<file path="src/ipr_pkg.sv">
// Package for the interrupt priority register bank: offsets, field layouts, reset values
`default_nettype none
package ipr_pkg;

  // ****************************************************************
  // Register offsets (byte addresses, one aligned word each)
  // ****************************************************************
  localparam logic [7:0] PRIO_CTRL_5_OFFS = 8'h00;
  localparam logic [7:0] PRIO_CTRL_6_OFFS = 8'h04;
  localparam logic [7:0] PRIO_CTRL_7_OFFS = 8'h08;
  localparam logic [7:0] PRIO_CTRL_10_OFFS = 8'h0c;
  localparam logic [7:0] PRIO_CTRL_12_OFFS = 8'h10;
  localparam logic [7:0] PRIO_CTRL_15_OFFS = 8'h14;
  localparam logic [7:0] PRIO_CTRL_16_OFFS = 8'h18;

  // ****************************************************************
  // Field layout and codes
  // ****************************************************************
  localparam int PRIO_W = 3;
  localparam int REG_W = 16;
  localparam int FLD_LO_0 = 0;
  localparam int FLD_LO_4 = 4;
  localparam int FLD_LO_8 = 8;
  localparam int FLD_LO_12 = 12;
  localparam logic [2:0] PRIO_RST = 3'h4;
  localparam logic [2:0] PRIO_OFF = 3'h0;
  localparam logic [2:0] PRIO_MAX = 3'h7;
  localparam logic [31:0] UNMAPPED_RDATA = 32'h0000_0000;

  // ****************************************************************
  // Carrier of all priority levels
  // ****************************************************************
  typedef struct packed {
    logic [2:0] capcomp5_event_prio;
    logic [2:0] ext_irq1_prio;
    logic [2:0] capcomp3_timer_prio;
    logic [2:0] uart2_tx_prio;
    logic [2:0] uart2_rx_prio;
    logic [2:0] ext_irq2_prio;
    logic [2:0] capcomp4_timer_prio;
    logic [2:0] capcomp5_timer_prio;
    logic [2:0] serial2_collision_prio;
    logic [2:0] serial2_event_prio;
    logic [2:0] calendar_clock_prio;
    logic [2:0] uart2_error_prio;
    logic [2:0] uart1_error_prio;
  } ipr_prio_t;

  // One enable bit per source, same order as the levels
  typedef struct packed {
    logic capcomp5_event_en;
    logic ext_irq1_en;
    logic capcomp3_timer_en;
    logic uart2_tx_en;
    logic uart2_rx_en;
    logic ext_irq2_en;
    logic capcomp4_timer_en;
    logic capcomp5_timer_en;
    logic serial2_collision_en;
    logic serial2_event_en;
    logic calendar_clock_en;
    logic uart2_error_en;
    logic uart1_error_en;
  } ipr_enable_t;

endpackage
`default_nettype wire

</file>
<file path="src/ipr_regs.sv">
// Interrupt priority register bank with APB slave
//
// Function
// - Field code 111 gives the source priority 7, the highest.
// - Code 001 gives priority 1; codes between map linearly to 2..6.
// - Code 000 disables the source; it never raises a request.
// - Unimplemented bits always read as zero.
// - Each field resets to binary 100.
// - Register five: capture/compare 5 event priority at bits 10:8.
// - Register five: external interrupt 1 priority at bits 2:0.
// - Register six: capture/compare 3 timer priority at bits 14:12.
// - Register seven: second UART transmit priority at bits 14:12.
// - Register seven: second UART receive priority at bits 10:8.
// - Register seven: external interrupt 2 priority at bits 6:4.
// - Register seven: capture/compare 4 timer priority at bits 2:0.
// - Register ten: capture/compare 5 timer priority at bits 6:4.
// - Register twelve: serial 2 collision at 10:8, event at 6:4.
// - Register fifteen: calendar clock priority at bits 10:8.
// - Register sixteen: second UART error priority at bits 10:8.
// - Register sixteen: first UART error priority at bits 6:4.
//
// Seven software-written priority registers, one aligned word each on APB.
// Each source owns a 3-bit level; the arbiter reads all levels from prio.
// Level zero masks the source, which src_en reports one bit per source.
// Only the field bits are stored; every other bit of a word is tied to zero,
// so unused positions cannot be set by a stray write.
// Writes honour pstrb: a field in bits 15:8 needs lane 1, in 7:0 lane 0.
// pstrb[3:2] and pwdata[31:16] are ignored; the upper half reads zero.
// Unmapped addresses read zero and accept writes without effect or error.
// The slave has no wait states: pready is tied high, pslverr low.
// Read data are captured at the end of the setup phase, so they stand
// through the access phase and until the next read setup.
// Reset is asynchronous and puts every level at binary 100, the middle level.
// A write and a read never share a transfer, so capture and update never race.
// Each register has its own next-value logic and its own flop process,
// so a write to one word can never disturb the levels of another.
//
// The register offsets and register access over APB were left to the implementer.
`default_nettype none
module ipr_regs
  import ipr_pkg::*;
(
  // Clock and reset
  input wire logic pclk,
  input wire logic presetn,
  // APB slave
  input wire logic psel,
  input wire logic penable,
  input wire logic pwrite,
  input wire logic [7:0] paddr,
  input wire logic [31:0] pwdata,
  input wire logic [3:0] pstrb,
  output logic [31:0] prdata,
  output logic pready,
  output logic pslverr,
  // Priority levels and source enables to the arbiter
  output ipr_prio_t prio,
  output ipr_enable_t src_en
);

  // ****************************************************************
  // Bus decode
  // ****************************************************************
  logic wr_acc;
  logic rd_setup;
  logic [1:0] lane_we;
  logic hit;
  logic [15:0] rd_mux;

  // One write select per register
  logic wr_reg5;
  logic wr_reg6;
  logic wr_reg7;
  logic wr_reg10;
  logic wr_reg12;
  logic wr_reg15;
  logic wr_reg16;

  // Level flops, read data flop and next levels
  ipr_prio_t prio_ff;
  logic [31:0] prdata_ff;
  logic [2:0] nxt_capcomp5_event_prio;
  logic [2:0] nxt_ext_irq1_prio;
  logic [2:0] nxt_capcomp3_timer_prio;
  logic [2:0] nxt_uart2_tx_prio;
  logic [2:0] nxt_uart2_rx_prio;
  logic [2:0] nxt_ext_irq2_prio;
  logic [2:0] nxt_capcomp4_timer_prio;
  logic [2:0] nxt_capcomp5_timer_prio;
  logic [2:0] nxt_serial2_collision_prio;
  logic [2:0] nxt_serial2_event_prio;
  logic [2:0] nxt_calendar_clock_prio;
  logic [2:0] nxt_uart2_error_prio;
  logic [2:0] nxt_uart1_error_prio;

  // Write takes effect in the access phase; lanes from strobes
  assign wr_acc = psel & penable & pwrite;
  assign rd_setup = psel & ~penable & ~pwrite;
  assign lane_we = pstrb[1:0];
  assign pready = 1'b1;
  assign pslverr = 1'b0;

  // Write decode; an unmapped address selects nothing
  assign wr_reg5 = wr_acc & (paddr == PRIO_CTRL_5_OFFS);
  assign wr_reg6 = wr_acc & (paddr == PRIO_CTRL_6_OFFS);
  assign wr_reg7 = wr_acc & (paddr == PRIO_CTRL_7_OFFS);
  assign wr_reg10 = wr_acc & (paddr == PRIO_CTRL_10_OFFS);
  assign wr_reg12 = wr_acc & (paddr == PRIO_CTRL_12_OFFS);
  assign wr_reg15 = wr_acc & (paddr == PRIO_CTRL_15_OFFS);
  assign wr_reg16 = wr_acc & (paddr == PRIO_CTRL_16_OFFS);

  // Outputs straight from their flops
  assign prio = prio_ff;
  assign prdata = prdata_ff;

  // Field update with byte lanes; only the 3 field bits are written
  function automatic logic [2:0] upd(input logic [2:0] cur, input logic [15:0] wd,
                                     input logic [1:0] lanes, input int lo);
    logic [2:0] res;
    res = cur;
    if (lanes[lo / 8]) begin
      res = wd[lo +: 3];
    end
    return res;
  endfunction

  // ****************************************************************
  // Register five
  // ****************************************************************
  // Next levels: a field takes its bits only when its lane is strobed
  always_comb begin
    nxt_capcomp5_event_prio = prio_ff.capcomp5_event_prio;
    nxt_ext_irq1_prio = prio_ff.ext_irq1_prio;
    if (wr_reg5) begin
      nxt_capcomp5_event_prio = upd(prio_ff.capcomp5_event_prio, pwdata[15:0],
                                    lane_we, FLD_LO_8);
      nxt_ext_irq1_prio = upd(prio_ff.ext_irq1_prio, pwdata[15:0],
                              lane_we, FLD_LO_0);
    end
  end

  // Level flops, binary 100 at reset
  always_ff @(posedge pclk or negedge presetn) begin
    if (!presetn) begin
      prio_ff.capcomp5_event_prio <= PRIO_RST;
      prio_ff.ext_irq1_prio <= PRIO_RST;
    end else begin
      prio_ff.capcomp5_event_prio <= nxt_capcomp5_event_prio;
      prio_ff.ext_irq1_prio <= nxt_ext_irq1_prio;
    end
  end

  // ****************************************************************
  // Register six
  // ****************************************************************
  // Next level: only bits 14:12 are stored
  always_comb begin
    nxt_capcomp3_timer_prio = prio_ff.capcomp3_timer_prio;
    if (wr_reg6) begin
      nxt_capcomp3_timer_prio = upd(prio_ff.capcomp3_timer_prio, pwdata[15:0],
                                    lane_we, FLD_LO_12);
    end
  end

  // Level flop, binary 100 at reset
  always_ff @(posedge pclk or negedge presetn) begin
    if (!presetn) begin
      prio_ff.capcomp3_timer_prio <= PRIO_RST;
    end else begin
      prio_ff.capcomp3_timer_prio <= nxt_capcomp3_timer_prio;
    end
  end

  // ****************************************************************
  // Register seven
  // ****************************************************************
  // Next levels: four fields, two in each lane
  always_comb begin
    nxt_uart2_tx_prio = prio_ff.uart2_tx_prio;
    nxt_uart2_rx_prio = prio_ff.uart2_rx_prio;
    nxt_ext_irq2_prio = prio_ff.ext_irq2_prio;
    nxt_capcomp4_timer_prio = prio_ff.capcomp4_timer_prio;
    if (wr_reg7) begin
      nxt_uart2_tx_prio = upd(prio_ff.uart2_tx_prio, pwdata[15:0],
                              lane_we, FLD_LO_12);
      nxt_uart2_rx_prio = upd(prio_ff.uart2_rx_prio, pwdata[15:0],
                              lane_we, FLD_LO_8);
      nxt_ext_irq2_prio = upd(prio_ff.ext_irq2_prio, pwdata[15:0],
                              lane_we, FLD_LO_4);
      nxt_capcomp4_timer_prio = upd(prio_ff.capcomp4_timer_prio, pwdata[15:0],
                                    lane_we, FLD_LO_0);
    end
  end

  // Level flops, binary 100 at reset
  always_ff @(posedge pclk or negedge presetn) begin
    if (!presetn) begin
      prio_ff.uart2_tx_prio <= PRIO_RST;
      prio_ff.uart2_rx_prio <= PRIO_RST;
      prio_ff.ext_irq2_prio <= PRIO_RST;
      prio_ff.capcomp4_timer_prio <= PRIO_RST;
    end else begin
      prio_ff.uart2_tx_prio <= nxt_uart2_tx_prio;
      prio_ff.uart2_rx_prio <= nxt_uart2_rx_prio;
      prio_ff.ext_irq2_prio <= nxt_ext_irq2_prio;
      prio_ff.capcomp4_timer_prio <= nxt_capcomp4_timer_prio;
    end
  end

  // ****************************************************************
  // Register ten
  // ****************************************************************
  // Next level: only bits 6:4 are stored
  always_comb begin
    nxt_capcomp5_timer_prio = prio_ff.capcomp5_timer_prio;
    if (wr_reg10) begin
      nxt_capcomp5_timer_prio = upd(prio_ff.capcomp5_timer_prio, pwdata[15:0],
                                    lane_we, FLD_LO_4);
    end
  end

  // Level flop, binary 100 at reset
  always_ff @(posedge pclk or negedge presetn) begin
    if (!presetn) begin
      prio_ff.capcomp5_timer_prio <= PRIO_RST;
    end else begin
      prio_ff.capcomp5_timer_prio <= nxt_capcomp5_timer_prio;
    end
  end

  // ****************************************************************
  // Register twelve
  // ****************************************************************
  // Next levels: collision in the upper lane, event in the lower
  always_comb begin
    nxt_serial2_collision_prio = prio_ff.serial2_collision_prio;
    nxt_serial2_event_prio = prio_ff.serial2_event_prio;
    if (wr_reg12) begin
      nxt_serial2_collision_prio = upd(prio_ff.serial2_collision_prio, pwdata[15:0],
                                       lane_we, FLD_LO_8);
      nxt_serial2_event_prio = upd(prio_ff.serial2_event_prio, pwdata[15:0],
                                   lane_we, FLD_LO_4);
    end
  end

  // Level flops, binary 100 at reset
  always_ff @(posedge pclk or negedge presetn) begin
    if (!presetn) begin
      prio_ff.serial2_collision_prio <= PRIO_RST;
      prio_ff.serial2_event_prio <= PRIO_RST;
    end else begin
      prio_ff.serial2_collision_prio <= nxt_serial2_collision_prio;
      prio_ff.serial2_event_prio <= nxt_serial2_event_prio;
    end
  end

  // ****************************************************************
  // Register fifteen
  // ****************************************************************
  // Next level: only bits 10:8 are stored
  always_comb begin
    nxt_calendar_clock_prio = prio_ff.calendar_clock_prio;
    if (wr_reg15) begin
      nxt_calendar_clock_prio = upd(prio_ff.calendar_clock_prio, pwdata[15:0],
                                    lane_we, FLD_LO_8);
    end
  end

  // Level flop, binary 100 at reset
  always_ff @(posedge pclk or negedge presetn) begin
    if (!presetn) begin
      prio_ff.calendar_clock_prio <= PRIO_RST;
    end else begin
      prio_ff.calendar_clock_prio <= nxt_calendar_clock_prio;
    end
  end

  // ****************************************************************
  // Register sixteen
  // ****************************************************************
  // Next levels: second UART error upper lane, first UART error lower
  always_comb begin
    nxt_uart2_error_prio = prio_ff.uart2_error_prio;
    nxt_uart1_error_prio = prio_ff.uart1_error_prio;
    if (wr_reg16) begin
      nxt_uart2_error_prio = upd(prio_ff.uart2_error_prio, pwdata[15:0],
                                 lane_we, FLD_LO_8);
      nxt_uart1_error_prio = upd(prio_ff.uart1_error_prio, pwdata[15:0],
                                 lane_we, FLD_LO_4);
    end
  end

  // Level flops, binary 100 at reset
  always_ff @(posedge pclk or negedge presetn) begin
    if (!presetn) begin
      prio_ff.uart2_error_prio <= PRIO_RST;
      prio_ff.uart1_error_prio <= PRIO_RST;
    end else begin
      prio_ff.uart2_error_prio <= nxt_uart2_error_prio;
      prio_ff.uart1_error_prio <= nxt_uart1_error_prio;
    end
  end

  // ****************************************************************
  // Read path
  // ****************************************************************
  // Assemble read word; every bit not placed stays zero
  always_comb begin
    rd_mux = 16'h0000;
    hit = 1'b1;
    case (paddr)
      PRIO_CTRL_5_OFFS: begin
        rd_mux[FLD_LO_8 +: PRIO_W] = prio.capcomp5_event_prio;
        rd_mux[FLD_LO_0 +: PRIO_W] = prio.ext_irq1_prio;
      end
      PRIO_CTRL_6_OFFS: begin
        rd_mux[FLD_LO_12 +: PRIO_W] = prio.capcomp3_timer_prio;
      end
      PRIO_CTRL_7_OFFS: begin
        rd_mux[FLD_LO_12 +: PRIO_W] = prio.uart2_tx_prio;
        rd_mux[FLD_LO_8 +: PRIO_W] = prio.uart2_rx_prio;
        rd_mux[FLD_LO_4 +: PRIO_W] = prio.ext_irq2_prio;
        rd_mux[FLD_LO_0 +: PRIO_W] = prio.capcomp4_timer_prio;
      end
      PRIO_CTRL_10_OFFS: begin
        rd_mux[FLD_LO_4 +: PRIO_W] = prio.capcomp5_timer_prio;
      end
      PRIO_CTRL_12_OFFS: begin
        rd_mux[FLD_LO_8 +: PRIO_W] = prio.serial2_collision_prio;
        rd_mux[FLD_LO_4 +: PRIO_W] = prio.serial2_event_prio;
      end
      PRIO_CTRL_15_OFFS: begin
        rd_mux[FLD_LO_8 +: PRIO_W] = prio.calendar_clock_prio;
      end
      PRIO_CTRL_16_OFFS: begin
        rd_mux[FLD_LO_8 +: PRIO_W] = prio.uart2_error_prio;
        rd_mux[FLD_LO_4 +: PRIO_W] = prio.uart1_error_prio;
      end
      default: begin
        hit = 1'b0;
      end
    endcase
  end

  // Read data registered in the setup phase, valid in the access phase
  always_ff @(posedge pclk or negedge presetn) begin
    if (!presetn) begin
      prdata_ff <= UNMAPPED_RDATA;
    end else if (rd_setup) begin
      prdata_ff <= hit ? {16'h0000, rd_mux} : UNMAPPED_RDATA;
    end
  end

  // ****************************************************************
  // Source enables: level 000 masks, any other level 1..7 is live
  // ****************************************************************
  assign src_en = ipr_enable_t'({
    prio.capcomp5_event_prio != PRIO_OFF, prio.ext_irq1_prio != PRIO_OFF,
    prio.capcomp3_timer_prio != PRIO_OFF, prio.uart2_tx_prio != PRIO_OFF,
    prio.uart2_rx_prio != PRIO_OFF, prio.ext_irq2_prio != PRIO_OFF,
    prio.capcomp4_timer_prio != PRIO_OFF, prio.capcomp5_timer_prio != PRIO_OFF,
    prio.serial2_collision_prio != PRIO_OFF, prio.serial2_event_prio != PRIO_OFF,
    prio.calendar_clock_prio != PRIO_OFF, prio.uart2_error_prio != PRIO_OFF,
    prio.uart1_error_prio != PRIO_OFF});

endmodule
`default_nettype wire

</file>
<file path="config.mk">
export PLATFORM = sky130hd
export DESIGN_NAME = ipr_regs
export DESIGN_NICKNAME = d
export VERILOG_FILES = /design/src/ipr_pkg.sv /design/src/ipr_regs.sv
export SDC_FILE = /design/constraint.sdc
export NUM_CORES = 1
export LEC_CHECK = 0
export BUFFER_PORTS_ARGS = -buffer_cell sky130_fd_sc_hd__buf_2
export CAP_MARGIN = 20
export CORE_MARGIN = 2
export CORE_UTILIZATION = 30
export CTS_CLUSTER_SIZE = 14
export DETAILED_ROUTE_END_ITERATION = 8
export PLACE_DENSITY = 0.61
export SYNTH_ARGS = -nofsm -noshare
export SYNTH_HDL_FRONTEND = slang
export SYNTH_SLANG_ARGS = --single-unit
export TNS_END_PERCENT = 10
</file>
<file path="constraint.sdc">
create_clock -name pclk -period 2.1 [get_ports pclk]
set_clock_uncertainty 0.2 [all_clocks]
set_input_delay 0.315 -clock pclk [delete_from_list [all_inputs] [get_ports pclk]]
set_output_delay 0.315 -clock pclk [all_outputs]
set_load 0.03 [all_outputs]
</file>
Word level (Yosys, flattened, before mapping)
Index checks and enable logic that the tools add are counted.
W data, S select, Z words.
- register bits after elaboration: 71
- input bits: 49
- output and inout port bits: 86
- word-level logic and storage cells: 65
- equality and inequality tests: 6
- multiplexer cells: 6
- bitwise gates (word level): 13
- reduce and logical (&&, ||, !) cells: 26
- operators with widths (cell ; count):
    $reduce_bool A3 Y1 ; 13
    $eq A8 B5 Y1 const B ; 3
    $reduce_and A2 Y1 ; 11
    $eq A8 B4 Y1 const B ; 2
    $mux W15 ; 1
    $pmux W3 S5 ; 1
    $pmux W3 S2 ; 2
    $pmux W3 S4 ; 1
    $and A1 B1 Y1 ; 11
    $eq A8 B3 Y1 const B ; 1
    $logic_not A8 Y1 ; 1
    $reduce_or A7 Y1 ; 1
    $not A1 Y1 ; 2
    $mux W1 ; 1

Depth between registers and ports, before layout
- depth after elaboration: 4
- depth in mapped cells: 6
- gate-level depth less buffers: 4

Worst setup path before layout
OpenSTA, ideal clock, no wires.
- path type: input port to flip-flop
- start: input port paddr[4]
- end: register prio_ff, in the netlist prio[18]
- setup time: 0.125 ns
- arrival time: 1.801 ns
- required time: 1.775 ns
- slack: -0.026 ns
- stages on the path: 6
- buffers on the path: 2
- cells stage by stage: buf_6 > or4_4 > or2_4 > and3b_1 > buf_4 > mux2_2
- cells in the longest elaborated chain, start to end: 3
- RTL lines (item ; line ; RTL):
    start, declared ; ipr_regs.sv:50 ; input wire logic [7:0] paddr,
    $eq A8 B4 Y1 ; ipr_regs.sv:106 ; assign wr_reg7 = wr_acc & (paddr == PRIO_CTRL_7_OFFS);
    $and A1 B1 Y1 ; ipr_regs.sv:106 ;
    $reduce_and A2 Y1 (no source line) ; -- ;
    end, declared ; ipr_regs.sv:80 ; ipr_prio_t prio_ff;
Every way passes these cells.
A chain may end at the register's enable or synchronous reset.

Worst setup path after layout
- start: input port paddr[1]
- end: register prio_ff, in the netlist prio[22]
The elaborated chain is that of the path after synthesis.

==> results.json <==
{
  "status": "finished, final reports clean",
  "yosysTopAreaCellShare_pct": 36.7,
  "hold_slack_ns": 0.0567,
  "hp-start": "pwdata[13]",
  "syn_to_final_growth_pct": 27.8,
  "drive_gt1_share_pct": 52.5,
  "cts_made_buffers": 5,
  "ys_seq_area_share_pct": 49.9,
  "setup_viol_count_final": 0,
  "fmax_mhz": 521,
  "synthArstFlopShare_pct": 100,
  "synthAdderAreaFrac_pct": 0,
  "p_per_area_mw_per_mm2": 581,
  "rsz0062_at_grt": "no",
  "grt_util_all_layers_pct": 14.0,
  "first_pass_iters": 4,
  "start_kind": "input port",
  "synth_common_cells": "mux2_2, dfrtp_1, buf_4",
  "critical_path.endpoint_type": "flip-flop",
  "die_x_um": 96.9,
  "slowest_stage": "or4_4",
  "timing.rr.start": "prio[26]$_DFFE_PN1P_",
  "avgRoutedWirePerCell_um": 15.2,
  "clk_latency_ns": 0.30,
  "netlist-cell-type-count": 41,
  "ir_worst_vdd_uv": 258,
  "finalSetupTns_ns": 0,
  "clk_pin_slew_ns": 0.09,
  "finalPower_w": 0.00192,
  "cp.required_ns": 2.09,
  "antenna_found_initial": 0,
  "die_h_um": 96.9,
  "htree_levels": 2,
  "diodes": 0,
  "synth-xor-area-share_pct": 0,
  "grt_pass1_wl_um": 10600,
  "clk_path_buf_depth": 2,
  "cp-startpoint": "paddr[1]",
  "die-area_mm2": 0.00939,
  "synth_edf_count": 0,
  "synthFlopType": "dfrtp_1",
  "ys_seq_elements": 51,
  "fin_util_pct": 39.9,
  "num_rows": 33,
  "start_util_pct": 31.2,
  "tightest_slew_ns": 0.658,
  "p_leak_nw": 1.84,
  "finalHoldViolCount": 0,
  "synth_top_family_by_area": "multiplexers",
  "netlist_area_mm2": 0.00259,
  "synth_compound_area_share_pct": 6.23,
  "arrival_ns": 1.91,
  "place_ws_ns": -0.141,
  "fin_ws_ns": 0.182,
  "post_cts_buffers": 0,
  "yosysTopAreaCell": "dfrtp_1",
  "maxCapViolCount": 0,
  "worstHoldPathType": "in -> reg",
  "yosys_warnings": 0,
  "grt-ovfl-total": 0,
  "period_minus_slack_ns": 1.92,
  "wl_met3_um": 382,
  "coreArea_mm2": 0.00830,
  "syn_avg_cell_area_um2": 11.8,
  "drc": 0,
  "synthMuxAreaShare_pct": 22.8,
  "dp.final_hpwl_um": 5160,
  "path_cells": "buf_2, or4_4, or2_4, and3b_1, buf_12, mux2_4",
  "ctsRootBufferMaster": "clkbuf_8",
  "io_buffers": 90,
  "io_pins": 135,
  "synth_cells": 219,
  "cts_resized": 0,
  "gp_congestion": 0.708,
  "cts_sinks": 51,
  "totalWireLength_um": 6510,
  "drt_iter0_markers": 74,
  "vias": 1972,
  "relSlewSlack_pct": 56.1,
  "nets": 372,
  "via_per_inst": 4.60,
  "cts_hold_buf": 1,
  "path_class": "in -> reg",
  "first_global_vias": 2010,
  "slowest_delay_ns": 0.53,
  "synthTopCellsByArea": "dfrtp_1, mux2_2, dfstp_2",
  "cp_max_fo": 6,
  "yosys.area_share.simple_pct": 12.7,
  "antenna_left": 0,
  "synthMostInstantiatedCell": "mux2_2",
  "m1WireLength_um": 2930,
  "cts_tree": "built",
  "top_layer": "met4",
  "period_share_pct": 91.3,
  "dr_wl_met2_um": 3140,
  "grt_max_degree": 52,
  "maxSlewViolCount": 0
}
## where the power goes
group	switching, W	internal, W	leakage, nW
Sequential	0.00000617	0.000990	0.665
Clock	0.000322	0.000386	0.0612
Combinational	0.000156	0.0000615	1.12
## routing by layer
layer,GRT usage (%),up-vias
met3,3.61,6
met1,18.2,946
met5,0,-
met4,3.36,0
li1,-,948
met2,23.5,72
## stage by stage
step | area [µm²] | std cells
final | 3310 | 429
after global routing | 3310 | 429
after CTS | 3310 | 429
after detailed placement | 3180 | 420
after global placement | 3180 | 420
after floorplan | 2680 | 239
## cell families (layout without fill, tap and decap cells)
group / count (synthesis) / in the layout
flip-flops: 51 / 51
buffers and inverters: 31 / 116
other: 2 / 22
AND/OR/NAND/NOR: 58 / 58
multiplexers: 54 / 54
AO/OA/AOI/OAI: 23 / 23
## area by class of cell
type,count,area [µm²]
Inverter,2,7.51
Timing Repair Buffer,106,586
Fill cell,829,4990
Clock buffer,6,82.6
Tap cell,105,131
Multi-Input combinational cell,157,1180
Clock inverter,2,35.0
Sequential cell,51,1290
## critical path, delay by kind of cell
family	cells	cell delay, ns
buffers and inverters	2	0.24
multiplexers	1	0.29
AND/OR/NAND/NOR	3	1.06
## sequential cells by signal (all words and copies together), names as in the netlist
name    flops
prio       39
prdata     12
## final timing paths
check / end / slack (ns) / cells past startpoint
max: prio[22]$_DFFE_PN0P_ / 0.18 / 6
min: prio[28]$_DFFE_PN0P_ / 0.06 / 2
max reg2reg: prdata[10]$_DFFE_PN0P_ / 0.66 / 4
min reg2reg: prdata[0]$_DFFE_PN0P_ / 0.28 / 2
max in group asynchronous: prdata[6]$_DFFE_PN0P_ / 0.80 / 3
min in group asynchronous: prio[12]$_DFFE_PN0P_ / 0.46 / 3
## cells in the final DEF, fill, tap and decap left out, drive strengths merged
cell type	count
nor2b	2
nor2	4
nand3	4
and3	1
dfstp	13
or2	2
o22ai	3
nand4	2
a22oi	3
o211ai	1
and3b	1
o32ai	2
buf	105
or4b	1
mux2	39
a31oi	2
or3	14
bufinv	1
nand2b	3
and2	1
o21ai	5
nand2	17
a22o	3
clkinv	1
dlygate4sd3	1
or4	1
conb	22
mux2i	15
dfrtp	38
nor3	2
clkbuf	6
inv	2
o31ai	3
nor4	1
nand3b	1
o2bb2ai	1
and4	1
No activity file was read; power rests on OpenSTA's default activity.
